### config.mk
export PLATFORM = sky130hd
export DESIGN_NAME = dms_monitor_regs
export DESIGN_NICKNAME = d
export VERILOG_FILES = /design/src/hdl/dms_pkg.sv /design/src/hdl/dms_monitor_regs.sv
export VERILOG_INCLUDE_DIRS = /design/src /design/src/hdl
export SDC_FILE = /design/constraint.sdc
export NUM_CORES = 1
export LEC_CHECK = 0
export ABC_AREA = 1
export BUFFER_PORTS_ARGS = -buffer_cell sky130_fd_sc_hd__buf_2
export CAP_MARGIN = 10
export CORE_MARGIN = 3
export CORE_UTILIZATION = 49
export CTS_BUF_LIST = sky130_fd_sc_hd__clkbuf_16
export DETAILED_ROUTE_END_ITERATION = 8
export GPL_TIMING_DRIVEN = 1
export PLACE_DENSITY_LB_ADDON = 0.12
export SYNTH_ARGS = -nofsm -noshare
export SYNTH_HDL_FRONTEND = slang
export SYNTH_SLANG_ARGS = --single-unit
### constraint.sdc
create_clock -name sys_clk_i -period 4.5 [get_ports sys_clk_i]
set_input_delay 0.225 -clock sys_clk_i [delete_from_list [all_inputs] [get_ports sys_clk_i]]
set_output_delay 0.225 -clock sys_clk_i [all_outputs]
set_load 0.01 [all_outputs]
### src/hdl/dms_consts.svh
// Register indices, field positions and reset values of the drive monitor register bank.
`ifndef DMS_CONSTS_SVH
`define DMS_CONSTS_SVH

// Word indices; the byte address of each register is four times its index.
`define DMS_IDX_STATUS      8'h10
`define DMS_IDX_OPERATOR    8'h11
`define DMS_IDX_ERR_NUM     8'h12
`define DMS_IDX_UNUSED      8'h13
`define DMS_IDX_FAULT1      8'h14
`define DMS_IDX_FAULT2      8'h15
`define DMS_IDX_FAULT3      8'h16
`define DMS_IDX_HWFAULT1    8'h17
`define DMS_IDX_HWFAULT2    8'h18
`define DMS_IDX_IRQ_STATUS  8'h20
`define DMS_IDX_IRQ_MASK    8'h21

// Address bits that hold the word index.
`define DMS_IDX_LSB         2
`define DMS_IDX_MSB         9

// Operator status field positions.
`define DMS_OPER_PANEL_LSB  3
`define DMS_OPER_PANEL_MSB  4

// Interrupt status bit positions; one event bit per fault word and one for a new setting alarm.
`define DMS_IRQ_FAULT1      0
`define DMS_IRQ_FAULT2      1
`define DMS_IRQ_FAULT3      2
`define DMS_IRQ_HWFAULT1    3
`define DMS_IRQ_HWFAULT2    4
`define DMS_IRQ_SETERR      5
`define DMS_IRQ_BITS        6

// Reset values.
`define DMS_IRQ_STATUS_RST  6'h00
`define DMS_IRQ_MASK_RST    6'h00
`define DMS_WORD_RST        16'h0000

`endif

### src/hdl/dms_pkg.sv
// Types shared by the drive monitor register bank.
package dms_pkg;

   // One monitor register word.
   typedef logic [15:0] dms_word_t;

   // Bus response codes.
   typedef enum logic [1:0] {
      DMS_RESP_OKAY   = 2'b00,
      DMS_RESP_SLVERR = 2'b10
   } dms_resp_t;

endpackage : dms_pkg

### src/hdl/dms_monitor_regs.sv
// Drive monitor register bank behind an AXI4-Lite slave, with fault event interrupt.
//
// Contract
// - Monitor registers ignore every host write.
// - Operator bits 4:3 report attached panel type.
// - Operator bits 0-2 flags; next word error number.
// - Fault word 1: fuse, undervoltages, bit 4 zero.
// - Fault word 1: earth, overcurrent, high voltage.
// - Fault word 1: heatsink, motor and drive overload.
// - Fault word 1: overtorque pair, brake faults.
// - Fault word 2: external inputs S3-S7, thermistor.
// - Fault word 2: overspeed through output phase open.
// - Fault word 2: motor hot, keypad, flag E.
// - Fault word 3: serial and option links.
// - Fault word 3: control through PID feedback loss.
// - Fault word 3: undertorque pair, slip brake overload.
//
// Chosen here: the AXI4-Lite slave port.
`timescale 1ns/100ps
`include "dms_consts.svh"

module dms_monitor_regs #(
   parameter int AW = 12
) (
   // Clock and reset.
   input  wire logic                 sys_clk_i,
   input  wire logic                 rst_n_i,
   // AXI4-Lite write address and data.
   input  wire logic [AW-1:0]        s_axi_awaddr_i,
   input  wire logic [2:0]           s_axi_awprot_i,
   input  wire logic                 s_axi_awvalid_i,
   output logic                      s_axi_awready_o,
   input  wire logic [31:0]          s_axi_wdata_i,
   input  wire logic [3:0]           s_axi_wstrb_i,
   input  wire logic                 s_axi_wvalid_i,
   output logic                      s_axi_wready_o,
   // AXI4-Lite write response.
   output dms_pkg::dms_resp_t        s_axi_bresp_o,
   output logic                      s_axi_bvalid_o,
   input  wire logic                 s_axi_bready_i,
   // AXI4-Lite read.
   input  wire logic [AW-1:0]        s_axi_araddr_i,
   input  wire logic [2:0]           s_axi_arprot_i,
   input  wire logic                 s_axi_arvalid_i,
   output logic                      s_axi_arready_o,
   output logic [31:0]               s_axi_rdata_o,
   output dms_pkg::dms_resp_t        s_axi_rresp_o,
   output logic                      s_axi_rvalid_o,
   input  wire logic                 s_axi_rready_i,
   // Drive run status.
   input  wire logic [7:0]           drive_state_i,
   input  wire logic                 comm_reference_source_flag_i,
   input  wire logic                 comm_run_source_flag_i,
   // Operator panel status.
   input  wire logic                 parameter_setting_error_i,
   input  wire logic                 fault_active_i,
   input  wire logic                 prog_mode_i,
   input  wire logic [1:0]           panel_type_i,
   input  wire logic [15:0]          setting_error_num_i,
   // First fault word sources.
   input  wire logic                 dc_link_fuse_blown_i,
   input  wire logic [2:0]           undervoltage_fault_i,
   input  wire logic                 earth_leak_fault_i,
   input  wire logic                 overcurrent_fault_i,
   input  wire logic                 dc_link_high_voltage_i,
   input  wire logic                 heatsink_hot_prewarn_i,
   input  wire logic                 heatsink_hot_trip_i,
   input  wire logic                 motor_overload_i,
   input  wire logic                 drive_overload_i,
   input  wire logic [1:0]           overtorque_detect_i,
   input  wire logic                 brake_transistor_fault_i,
   input  wire logic                 brake_resistor_hot_i,
   // Second fault word sources.
   input  wire logic [4:0]           ext_fault_input_i,
   input  wire logic                 ext_fault_thermistor_input_i,
   input  wire logic                 overspeed_trip_i,
   input  wire logic                 speed_mismatch_trip_i,
   input  wire logic                 encoder_disconnect_i,
   input  wire logic                 input_phase_loss_i,
   input  wire logic                 output_phase_open_i,
   input  wire logic                 motor_hot_prewarn_i,
   input  wire logic                 keypad_disconnect_i,
   input  wire logic                 bit_e_fault_flag_i,
   input  wire logic                 motor_hot_trip_i,
   // Third fault word sources.
   input  wire logic                 serial_link_fault_i,
   input  wire logic                 option_board_link_fault_i,
   input  wire logic                 control_fault_i,
   input  wire logic                 zero_servo_fault_i,
   input  wire logic                 option_card_ext_fault_i,
   input  wire logic                 pid_feedback_loss_i,
   input  wire logic [1:0]           undertorque_detect_i,
   input  wire logic                 slip_brake_overload_i,
   // Hardware fault codes: low is 02,03,05,06 and high is 20..23.
   input  wire logic [3:0]           hw_fault_low_i,
   input  wire logic [3:0]           hw_fault_high_i,
   // Interrupt.
   output logic                      irq_o
);
   import dms_pkg::*;

   // The index field must fit and leave at least one bit above it for decode.
   // A bad width stops elaboration instead of building a bank whose words alias.
   if (AW < 11 || AW > 32) begin : g_aw_check
      $error("dms_monitor_regs: AW must lie between 11 and 32");
   end

   // Index of an address, and whether the bits above the index are clear.
   function automatic logic [7:0] dms_index(input logic [AW-1:0] addr);
      return addr[`DMS_IDX_MSB:`DMS_IDX_LSB];
   endfunction : dms_index

   function automatic logic dms_high_clear(input logic [AW-1:0] addr);
      return (addr >> (`DMS_IDX_MSB + 1)) == '0;
   endfunction : dms_high_clear

   // Reset release through two flip-flops.
   logic rst_meta_reg;
   logic rst_n;
   always_ff @(posedge sys_clk_i or negedge rst_n_i) begin
      if (!rst_n_i) begin
         rst_meta_reg <= 1'b0;
         rst_n        <= 1'b0;
      end else begin
         rst_meta_reg <= 1'b1;
         rst_n        <= rst_meta_reg;
      end
   end

   // Monitor words assembled from the drive logic; unused bits tie to zero.
   dms_word_t status_word;
   dms_word_t oper_word;
   dms_word_t fault_word [5];
   dms_word_t mon_words [9];
   assign status_word = {comm_run_source_flag_i, comm_reference_source_flag_i,
                         6'h00, drive_state_i};
   assign oper_word   = {11'h000, panel_type_i, prog_mode_i, fault_active_i,
                         parameter_setting_error_i};
   assign fault_word[0] = {brake_resistor_hot_i, brake_transistor_fault_i, overtorque_detect_i,
                           drive_overload_i, motor_overload_i, heatsink_hot_trip_i,
                           heatsink_hot_prewarn_i, dc_link_high_voltage_i, overcurrent_fault_i,
                           earth_leak_fault_i, 1'b0, undervoltage_fault_i,
                           dc_link_fuse_blown_i};
   assign fault_word[1] = {motor_hot_trip_i, bit_e_fault_flag_i, keypad_disconnect_i,
                           motor_hot_prewarn_i, output_phase_open_i, input_phase_loss_i,
                           encoder_disconnect_i, speed_mismatch_trip_i, overspeed_trip_i,
                           1'b0, ext_fault_thermistor_input_i, ext_fault_input_i};
   assign fault_word[2] = {5'h00, slip_brake_overload_i, undertorque_detect_i,
                           pid_feedback_loss_i, option_card_ext_fault_i, zero_servo_fault_i,
                           control_fault_i, 2'b00, option_board_link_fault_i,
                           serial_link_fault_i};
   assign fault_word[3] = {9'h000, hw_fault_low_i[3:2], 1'b0, hw_fault_low_i[1:0], 2'b00};
   assign fault_word[4] = {12'h000, hw_fault_high_i};
   assign mon_words[0] = status_word;
   assign mon_words[1] = oper_word;
   assign mon_words[2] = setting_error_num_i;
   assign mon_words[3] = `DMS_WORD_RST;
   assign mon_words[4] = fault_word[0];
   assign mon_words[5] = fault_word[1];
   assign mon_words[6] = fault_word[2];
   assign mon_words[7] = fault_word[3];
   assign mon_words[8] = fault_word[4];

   // Event detection: a fault bit that turns on since the last cycle raises its word's event.
   logic [`DMS_IRQ_BITS-1:0] irq_set;
   dms_word_t                fault_prev_reg [5];
   logic                     seterr_prev_reg;
   genvar gi;
   generate
      for (gi = 0; gi < 5; gi++) begin : g_fault_edge
         always_ff @(posedge sys_clk_i or negedge rst_n) begin
            if (!rst_n) begin
               fault_prev_reg[gi] <= `DMS_WORD_RST;
            end else begin
               fault_prev_reg[gi] <= fault_word[gi];
            end
         end
         assign irq_set[gi] = |(fault_word[gi] & ~fault_prev_reg[gi]);
      end
   endgenerate

   always_ff @(posedge sys_clk_i or negedge rst_n) begin
      if (!rst_n) begin
         seterr_prev_reg <= 1'b0;
      end else begin
         seterr_prev_reg <= parameter_setting_error_i;
      end
   end
   assign irq_set[`DMS_IRQ_SETERR] = parameter_setting_error_i & ~seterr_prev_reg;

   // Write channel: address and data are taken independently, then the pair is executed.
   logic            aw_held_reg;
   logic            w_held_reg;
   logic [AW-1:0]   awaddr_reg;
   logic [31:0]     wdata_reg;
   logic [3:0]      wstrb_reg;
   logic            aw_hs;
   logic            w_hs;
   logic            wr_fire;
   logic            aw_held_next;
   logic            w_held_next;
   logic            bvalid_next;
   logic [7:0]      wr_idx;
   logic            wr_mapped;
   logic            wr_mask_hit;
   assign aw_hs        = s_axi_awvalid_i & s_axi_awready_o;
   assign w_hs         = s_axi_wvalid_i & s_axi_wready_o;
   assign wr_fire      = aw_held_reg & w_held_reg & ~s_axi_bvalid_o;
   assign aw_held_next = (aw_held_reg | aw_hs) & ~wr_fire;
   assign w_held_next  = (w_held_reg | w_hs) & ~wr_fire;
   assign bvalid_next  = wr_fire | (s_axi_bvalid_o & ~s_axi_bready_i);
   assign wr_idx       = dms_index(awaddr_reg);
   // Only the interrupt mask register takes data; monitor words and the interrupt status answer OKAY and stay as they are.
   assign wr_mapped    = dms_high_clear(awaddr_reg) &
                         (((wr_idx >= `DMS_IDX_STATUS) & (wr_idx <= `DMS_IDX_HWFAULT2)) |
                          (wr_idx == `DMS_IDX_IRQ_STATUS) | (wr_idx == `DMS_IDX_IRQ_MASK));
   assign wr_mask_hit  = wr_fire & dms_high_clear(awaddr_reg) &
                         (wr_idx == `DMS_IDX_IRQ_MASK) & wstrb_reg[0];

   always_ff @(posedge sys_clk_i or negedge rst_n) begin
      if (!rst_n) begin
         aw_held_reg     <= 1'b0;
         w_held_reg      <= 1'b0;
         awaddr_reg      <= '0;
         wdata_reg       <= 32'h0000_0000;
         wstrb_reg       <= 4'h0;
         s_axi_awready_o <= 1'b0;
         s_axi_wready_o  <= 1'b0;
         s_axi_bvalid_o  <= 1'b0;
         s_axi_bresp_o   <= DMS_RESP_OKAY;
      end else begin
         aw_held_reg     <= aw_held_next;
         w_held_reg      <= w_held_next;
         awaddr_reg      <= aw_hs ? s_axi_awaddr_i : awaddr_reg;
         wdata_reg       <= w_hs ? s_axi_wdata_i : wdata_reg;
         wstrb_reg       <= w_hs ? s_axi_wstrb_i : wstrb_reg;
         s_axi_awready_o <= ~aw_held_next & ~bvalid_next;
         s_axi_wready_o  <= ~w_held_next & ~bvalid_next;
         s_axi_bvalid_o  <= bvalid_next;
         s_axi_bresp_o   <= wr_fire ? (wr_mapped ? DMS_RESP_OKAY : DMS_RESP_SLVERR) : s_axi_bresp_o;
      end
   end

   // Read channel: one read at a time, answered one cycle after the address is taken.
   logic            ar_hs;
   logic            rvalid_next;
   logic [7:0]      rd_idx;
   logic            rd_high_ok;
   logic            rd_mon;
   logic            rd_irq_st;
   logic            rd_irq_mask;
   logic [3:0]      mon_sel;
   logic [31:0]     rd_word;
   assign ar_hs       = s_axi_arvalid_i & s_axi_arready_o;
   assign rvalid_next = ar_hs | (s_axi_rvalid_o & ~s_axi_rready_i);
   assign rd_idx      = dms_index(s_axi_araddr_i);
   assign rd_high_ok  = dms_high_clear(s_axi_araddr_i);
   assign rd_mon      = rd_high_ok & (rd_idx >= `DMS_IDX_STATUS) & (rd_idx <= `DMS_IDX_HWFAULT2);
   assign rd_irq_st   = rd_high_ok & (rd_idx == `DMS_IDX_IRQ_STATUS);
   assign rd_irq_mask = rd_high_ok & (rd_idx == `DMS_IDX_IRQ_MASK);
   assign mon_sel     = 4'(rd_idx - `DMS_IDX_STATUS);

   // Interrupt status and mask; the status clears on its own read.
   logic [`DMS_IRQ_BITS-1:0] irq_status_reg;
   logic [`DMS_IRQ_BITS-1:0] irq_mask_reg;
   logic [`DMS_IRQ_BITS-1:0] irq_status_next;
   logic [`DMS_IRQ_BITS-1:0] irq_clear;
   assign irq_clear       = (ar_hs & rd_irq_st) ? irq_status_reg : '0;
   // A new event in the clearing cycle survives, so no fault edge is lost to a racing read.
   assign irq_status_next = (irq_status_reg & ~irq_clear) | irq_set;

   // Upper half of the bus word is always zero; monitor words are 16 bits.
   assign rd_word = rd_mon      ? {16'h0000, mon_words[mon_sel]} :
                    rd_irq_st   ? {26'h0000000, irq_status_reg} :
                    rd_irq_mask ? {26'h0000000, irq_mask_reg} : 32'h0000_0000;

   always_ff @(posedge sys_clk_i or negedge rst_n) begin
      if (!rst_n) begin
         s_axi_arready_o <= 1'b0;
         s_axi_rvalid_o  <= 1'b0;
         s_axi_rdata_o   <= 32'h0000_0000;
         s_axi_rresp_o   <= DMS_RESP_OKAY;
      end else begin
         s_axi_arready_o <= ~rvalid_next;
         s_axi_rvalid_o  <= rvalid_next;
         s_axi_rdata_o   <= ar_hs ? rd_word : s_axi_rdata_o;
         s_axi_rresp_o   <= ar_hs ? ((rd_mon | rd_irq_st | rd_irq_mask) ? DMS_RESP_OKAY : DMS_RESP_SLVERR)
                                  : s_axi_rresp_o;
      end
   end

   // Interrupt registers and output; the output is a flop so it never glitches on the pin.
   always_ff @(posedge sys_clk_i or negedge rst_n) begin
      if (!rst_n) begin
         irq_status_reg <= `DMS_IRQ_STATUS_RST;
         irq_mask_reg   <= `DMS_IRQ_MASK_RST;
         irq_o          <= 1'b0;
      end else begin
         irq_status_reg <= irq_status_next;
         irq_mask_reg   <= wr_mask_hit ? wdata_reg[`DMS_IRQ_BITS-1:0] : irq_mask_reg;
         irq_o          <= |(irq_status_next & irq_mask_reg);
      end
   end
endmodule : dms_monitor_regs

==> results.cfg, run 1 <==
[global_route]
grt_pass1_wl_mm = 20.0
overflow = 0
grt_pass1_vias = 4137
grt_start_max_net_pins = 61
antenna_found_initial = 0
grt_use_total = 0.227

[worst_setup_path]
path_delay_family = simple AND/OR/NAND/NOR gates
path_class = flip-flop to flip-flop
reg2reg_slack_ns = 2.50
crit_chain = nand2_1, inv_1, nand3_2, nand2_1, nand2_1, nand2_1, nand2_1, nor2_1, nand2_1
worstPathMaxFanout = 16
critPathMaxStageDelay_ns = 0.48
crit_slowest_cell = inv_1
rr_endpoint = irq_o
critPathCaptureType = flip-flop
start_kind = flip-flop
timing.critical_path.mode_cell = nand2_1
critical_path_required_ns = 4.73
cp.arrival_ns = 2.23
reg2reg_depth = 9
cp.buffers_inverters = 1
rr_startpoint = s_axi_arready_o

[cts]
clk_pin_slew_ns = 0.07
cts_tree = yes
clk_path_buf_depth = 2
cts_resized = 0
clkSinkCount = 105
cts_buffers = 9
htreeDepth = 3
root_buffer = clkbuf_16
cts_setup_buffers = 0
insertion_delay_ns = 0.34

[power]
pwr_density_cell_nw_per_um2 = 411
peakVddDrop_mv = 0.304
p_leak_nw = 3.16

[timing]
drv_slew = 0
finalHoldViolations = 0
postLayoutSetupSlackWorst_ns = 2.50
rsz0062_at_grt = false
finalCritPeriodShare = 0.445
fin_setup_tns_ns = 0
fmax_mhz = 499
skew_ns = 0.00592
slew_headroom = 0.502
final-setup-viol-count = 0
period_minus_slack_ns = 2.00
worst_slew_pin_slew_ns = 0.747

[die]
die_x_microns = 105
num_rows = 35
die_y_microns = 105
die-area_sq_um = 11100
core_area_sq_um = 9420
ios = 193
initial_core_util = 0.515

[yosys]
avgSynthCellArea_sq_um = 8.35
ys_seq_area_frac = 0.542
synth_warnings = 0
synth-edff-count = 0
ys_async_sr_fraction = 1.00
yosysTopAreaCellShare = 0.542
ys_ff_latch = 105
yosysMostFrequentCell = nand2_1
synth.top_cells.by_count = nand2_1, dfrtp_1, inv_1, nand3_1, nor2_1
synth_top_flop_cell = dfrtp_1
yosys.area.top_type = dfrtp_1
synth_cells = 581
syn-cell-area_sq_um = 4850
ys_top_cells_by_area = dfrtp_1, nand2_1, inv_1, nand3_1, buf_4
synth_cell_types = 33

[status]
status = completed

[finish]
nFillCells = 852
drive_gt1_frac = 0.237
multi_input_area_sq_um = 1750
fin_util = 0.622
largest_register_ffs = 47
finalNetCount = 864
num_antenna_cells = 0
syn_to_final_growth_pct = 20.8
stdcell_area_sq_um = 5860
seqCellArea_sq_um = 2630

[hold_path]
hold_path_end = fault_prev_reg[18]
min_path_cells = 1
min_from = hw_fault_low_i[0]
hold_class = input pin to flip-flop

[drt]
routed_wl_mm = 12.5
drc = 0
postRouteAntennaNets = 0
first_pass_iters = 7
vias = 4223
viasPerCell = 4.99
drt_iter0_drc = 284
wl_per_cell_microns = 14.7

[place]
pre_cts_ws_ns = 2.41
port_buffers = 135
dp_hpwl_mm = 9.29
placed_cell_area_sq_um = 5530
gp_congestion = 0.855

[job]
drv_cap = 0
-- power by group --
group | internal [mW] | switching, mW
Combinational | 0.153 | 0.270
Clock | 0.488 | 0.342
Sequential | 1.08 | 0.0711
-- worst max path at each step --
stage / end / depth (start not counted) / from / slack (ns)
4_1_cts: irq_o / 9 / s_axi_arready_o / 2.48
2_1_floorplan: aw_held_reg / 0 / rst_n / 1.36
3_5_place_dp: irq_o / 10 / s_axi_araddr_i[3] / 2.41
3_3_place_gp: irq_o / 10 / s_axi_araddr_i[3] / 2.43
5_1_grt: irq_o / 9 / s_axi_arready_o / 2.29
6_report: irq_o / 9 / s_axi_arready_o / 2.50
-- cells in the final DEF, fill, tap and decap left out, types with 9 or more instances in the layout --
master	n
a21oi_1	14
buf_2	135
clkbuf_16	9
conb_1	19
dfrtp_1	104
inv_1	77
nand2_1	188
nand3_1	44
nor2_1	32
o21ai_0	27
o21ai_1	9
-- per-layer routing --
| layer | part of all wire | up-vias | wire [microns] | track usage |
|---|---|---|---|---|
| met2 | 0.49 | 174 | 6150 | 0.376 |
| met1 | 0.42 | 1982 | 5180 | 0.295 |
| met3 | 0.082 | 9 | 1020 | 0.0631 |
| met4 | 0.0093 | 0 | 116 | 0.0553 |
| li1 | - | 2058 | - | - |
| met5 | 0 | - | 0 | 0 |
-- layout make-up --
| type | count | area share |
|---|---|---|
| clock buffers | 9 | 0.0384 |
| clock inverters | 7 | 0.0160 |
| inverters | 80 | 0.0512 |
| multi-input cells | 379 | 0.298 |
| flip-flops and latches | 105 | 0.449 |
| well taps | 129 | 0.0275 |
| repair buffers | 138 | 0.120 |
-- cell families after synthesis --
| logic type | synth area share |
|---|---|
| buffers and inverters | 0.111 |
| other | 0.00155 |
| flip-flops | 0.542 |
| AND/OR/NAND/NOR | 0.242 |
| AO/OA/AOI/OAI | 0.103 |
-- timing repair --
action | 4_1_cts | 5_1_grt
endpoints found under the setup margin | 0 | 0
hold buffers | 1 | 0
endpoints found under the hold margin | 2 | 0
-- stage by stage --
stage / power, mW / hold slack (ns) / std cells
after global placement: 1.58 / 0.0111 / 830
after floorplan: 1.44 / -0.0706 / 598
final: 2.41 / 0.00284 / 847
after global routing: 2.54 / 0.000931 / 847
after CTS: 2.43 / 0.00197 / 847
after detailed placement: 1.60 / 0.0125 / 830
(Power assumes the default switching activity.)
==> inputs of run 2 (changes only) <==
Clock period 4.5 ns to 2 ns, I/O delays scaled along.
==> results.cfg, run 2 (synthesis gave the netlist of run 1 again) <==
[finish]
largest_register_ffs = 47
drive_gt1_frac = 0.228
finalNetCount = 941
fin_cells = 925
mostFrequentLayoutCells = nand2_1, buf_2, dfrtp_1
nFillCells = 746
layout_commonest_cell = nand2_1
syn_to_final_growth_pct = 36.0

[cts]
clk_path_buf_depth = 2
clk_pin_slew_ns = 0.07
htreeDepth = 3
cts_tree = yes
insertion_delay_ns = 0.34
cts_resized = 0
root_buffer = clkbuf_16
cts_buffers = 9
clkSinkCount = 105
cts_setup_buffers = 0

[power]
peakVddDrop_mv = 0.773
pwr_density_cell_nw_per_um2 = 819
power_mw = 5.40
p_leak_nw = 3.48

[place]
pre_cts_ws_ns = 0.441
gp_congestion = 0.877
port_buffers = 135
dp_hpwl_mm = 9.43
place_inst = 841

[timing]
worst_slew_pin_slew_ns = 0.595
slew_headroom = 0.603
fmax_mhz = 641
rsz0062_at_grt = false
fin_setup_tns_ns = 0
final-setup-viol-count = 0
finalCritPeriodShare = 0.780
postLayoutSetupSlackWorst_ns = 0.440
drv_slew = 0
skew_ns = 0.00636
finalHoldViolations = 0
period_minus_slack_ns = 1.56

[drt]
drt_iter0_drc = 258
drc = 0
first_pass_iters = 5
vias = 4459
wl_per_cell_microns = 13.9
routed_wl_mm = 12.9
postRouteAntennaNets = 0
viasPerCell = 4.82

[die]
die_y_microns = 105
ios = 193
initial_core_util = 0.515
core_area_sq_um = 9420
num_rows = 35
die-area_sq_um = 11100
die_x_microns = 105

[worst_setup_path]
path_class = flip-flop to flip-flop
cp.arrival_ns = 1.79
critPathCaptureType = flip-flop
start_kind = flip-flop
critical_path_required_ns = 2.23
worstPathMaxFanout = 12

[global_route]
grt_start_max_net_pins = 46
grt_use_total = 0.239
overflow = 0
grt_pass1_wl_mm = 21.2
antenna_found_initial = 1
grt_pass1_vias = 4548

[hold_path]
hold_class = input pin to flip-flop

[status]
status = completed

[job]
drv_cap = 0
run 2: repair_timing:
item                       4_1_cts  5_1_grt
setup endpoints to repair        0        0
hold buffers                    67        0
hold endpoints to repair        68        0
run 2: cell type report:
class,count,area (sq um),share of cell area
flip-flops and latches,105,2630,0.399
multi-input cells,379,1750,0.265
repair buffers,215,1460,0.221
inverters,80,300,0.0455
clock buffers,9,225,0.0342
well taps,129,161,0.0245
clock inverters,7,70.1,0.0106
diodes,1,2.50,0.000380
run 2: worst max-delay path: stages, from the launching register on:
cell and delay (ns):
dfrtp_1 0.38, nor2_1 0.16, nand2_1 0.08, nor4_1 0.33
nand4_1 0.15, buf_4 0.22, nand2_1 0.08, o21ai_2 0.05
run 2: layer usage:
| layer | GRT usage | share of wire | up-vias |
|---|---|---|---|
| li1 | - | - | 2218 |
| met1 | 0.304 | 0.43 | 2042 |
| met2 | 0.404 | 0.48 | 177 |
| met3 | 0.0416 | 0.070 | 22 |
| met4 | 0.0993 | 0.025 | 0 |
| met5 | 0 | 0 | - |
run 2: worst paths after layout:
kind | start | cells past startpoint | slack, ns | to
max | awaddr_reg[9] | 7 | 0.44 | irq_mask_reg[1]
min | s_axi_bready_i | 2 | 0.02 | s_axi_bvalid_o
max reg2reg | awaddr_reg[9] | 7 | 0.44 | irq_mask_reg[1]
min reg2reg | rst_n | 0 | 0.29 | fault_prev_reg[50]
max in group asynchronous | rst_n | 1 | 1.11 | fault_prev_reg[76]
min in group asynchronous | rst_n_i | 2 | 0.08 | rst_meta_reg
run 2: per-stage QoR:
| step | util | hold WS [ns] | area (sq um) |
|---|---|---|---|
| final | 0.700 | 0.0219 | 6590 |
| after global routing | 0.700 | 0.0619 | 6590 |
| after CTS | 0.700 | 0.0125 | 6590 |
| after detailed placement | 0.597 | -0.113 | 5630 |
| after global placement | 0.597 | -0.114 | 5630 |
| after floorplan | - | -0.196 | 4910 |
run 2: power breakdown:
group	internal, mW	switching [mW]
logic	0.445	0.636
registers	2.44	0.157
clock network	0.968	0.756
total	3.85	1.55
==> inputs of run 3 (changes only) <==
Settings changed: ABC_AREA 1 to 0, CORE_UTILIZATION 49 to 44.
Clock period 2 ns to 1.4 ns, I/O delays scaled along.
==> results.cfg, run 3 <==
[status]
status = finished, violations left
violations = negative hold slack, negative setup slack

[hold_path]
hold_class = input pin to flip-flop

[global_route]
grt_use_total = 0.221
antenna_found_initial = 0
use_met1 = 0.279
grt_start_max_net_pins = 37
grt_pass1_wl_mm = 19.9
busiest_layer = met2
grt_util_met3 = 0.0417
overflow = 0
grt_pass1_vias = 4042
met2_usage = 0.378

[timing]
period_minus_slack_ns = 1.70
fmax_mhz = 587
skew_ns = 0.00758
holdWs_ns = -0.0200
finalHoldViolations = 1
finalCritPeriodShare = 1.22
final-setup-viol-count = 7
rsz0062_at_grt = true
drv_slew = 0
postLayoutSetupSlackWorst_ns = -0.303

[drt]
wl_per_cell_microns = 16.4
routed_wl_mm = 13.0
vias = 4029
drc = 0
postRouteAntennaNets = 0
drt_iter0_drc = 168
viasPerCell = 5.06
first_pass_iters = 4

[power]
power_frac_seq = 0.453
swShare = 0.257
power_mw = 8.24
peakVddDrop_mv = 1.03
switching_power_mw = 2.12
combPwrFrac = 0.205
intPower_mw = 6.13
pwr-share-clk = 0.342
p_leak_nw = 3.44
pwr_density_cell_nw_per_um2 = 1190

[worst_setup_path]
critPathCaptureType = flip-flop
crit_slowest_cell = or4_4
critPathMaxStageDelay_ns = 0.55
crit_chain = or4_4, nor3_4, nand3_4, mux2_4
start_kind = flip-flop
path_class = flip-flop to flip-flop
cp.arrival_ns = 1.93
worstPathMaxFanout = 6
critical_path_required_ns = 1.62

[yosys]
synth_fa_ha_area_frac = 0
synthXorXnorAreaFrac = 0
yosys.area.top_type = dfrtp_1
synth_top_flop_cell = dfrtp_1
synth.area.mux_share = 0.121
ys_top_cells_by_area = dfrtp_1, mux2_2, mux2i_1, inv_1, buf_4
yosysMostFrequentCell = dfrtp_1
synth_compound_area_frac = 0.136
avgSynthCellArea_sq_um = 11.3
synth_warnings = 0
synth_cells = 419
synth_cell_types = 53
synth_top_family_by_area = compound AO/OA/AOI/OAI gates
syn-cell-area_sq_um = 4720
synth-edff-count = 0
synth.top_cells.by_count = dfrtp_1, inv_1, mux2_2, nand2_1, o21ai_0
ys_async_sr_fraction = 1.00
yosysTopAreaCellShare = 0.557
ys_seq_area_frac = 0.557
ys_ff_latch = 105
yosys.area_share.simple = 0.104

[cts]
root_buffer = clkbuf_16
clkSinkCount = 105
insertion_delay_ns = 0.34
htreeDepth = 3
cts_tree = yes
clk_path_buf_depth = 2
cts_buffers = 9
clk_pin_slew_ns = 0.07

[place]
port_buffers = 135
gp_congestion = 0.830
pre_cts_ws_ns = -0.312
dp_hpwl_mm = 9.54

[die]
core_area_sq_um = 10400
num_rows = 37
initial_core_util = 0.455
die_x_microns = 110
ios = 193
die-area_sq_um = 12000
die_y_microns = 110

[finish]
num_antenna_cells = 0
multi_input_area_sq_um = 1900
drive_gt1_frac = 0.362
layout_commonest_cell = buf_2
mostFrequentLayoutCells = buf_2, dfrtp_1, dlygate4sd3_1
seqCellArea_sq_um = 2630
syn_to_final_growth_pct = 46.8
largest_register_ffs = 47
finalNetCount = 806
nFillCells = 811

[job]
drv_cap = 0
## run 3: power groups by stage
stage / sequential (mW) / combinational (mW) / clock, mW
floorplan: 3.78 / 0.846 / 0
global placement: 3.76 / 1.40 / 0
detailed placement: 3.78 / 1.44 / 0
CTS: 3.74 / 1.63 / 2.88
global route: 3.79 / 1.86 / 3.02
finish: 3.74 / 1.69 / 2.82
## run 3: area by class of cell
class | instances | area share
inverter | 46 | 0.0249
timing repair buffer | 240 | 0.247
clock buffer | 9 | 0.0325
clock inverter | 7 | 0.0161
tap | 136 | 0.0246
multi-input combinational | 253 | 0.275
sequential | 105 | 0.380
## run 3: cells by family after synthesis
kind of cell | Yosys count
mux | 52
buf+inv | 78
simple gates | 89
other cells | 2
compound gates | 93
flops | 105
## run 3: worst max-delay path: cells and delay by family, from the launching register on
family | cells | cell delay (ns)
AND/OR/NAND/NOR | 3 | 0.88
flip-flops | 1 | 0.38
multiplexers | 1 | 0.33
## run 3: through the flow
stage                     hold WS, ns  cells  TNS (ns)  instance area (sq um)   util
after CTS                      0.0329    799     -1.70                   6850  0.660
after global placement         -0.144    713     -2.05                   5770  0.557
after floorplan                -0.226    436     -1.18                   4810      -
after detailed placement       -0.143    713     -2.33                   5770  0.557
after global routing         0.000377    796     -2.17                   6930  0.668
final                         -0.0200    796     -1.69                   6930  0.668
## run 3: metal layers
metal  wire length [microns]  part of all wire
met5                       0                 0
met4                     274             0.021
met2                    6650              0.51
met1                    5420              0.42
met3                     699             0.054
## run 3: final timing paths
path	end	slack, ns	startpoint	depth (start not counted)
setup reg to reg	irq_mask_reg[4]	-0.30	awaddr_reg[11]	4
max in group asynchronous	fault_prev_reg[32]	0.66	rst_n	1
setup / recovery	irq_mask_reg[4]	-0.30	awaddr_reg[11]	4
hold / removal	fault_prev_reg[59]	-0.02	output_phase_open_i	1
min in group asynchronous	rst_n	0.06	rst_n_i	2
hold reg to reg	fault_prev_reg[53]	0.19	rst_n	0
## run 3: repair_timing
action                                  CTS  global route
gates resized for setup                   8            15
hold endpoints to repair                 73             0
endpoints found under the setup margin    7             8
setup buffers                             0             4
pin swaps                                 0             8
gates cloned                              0             0
hold buffers                             70             0
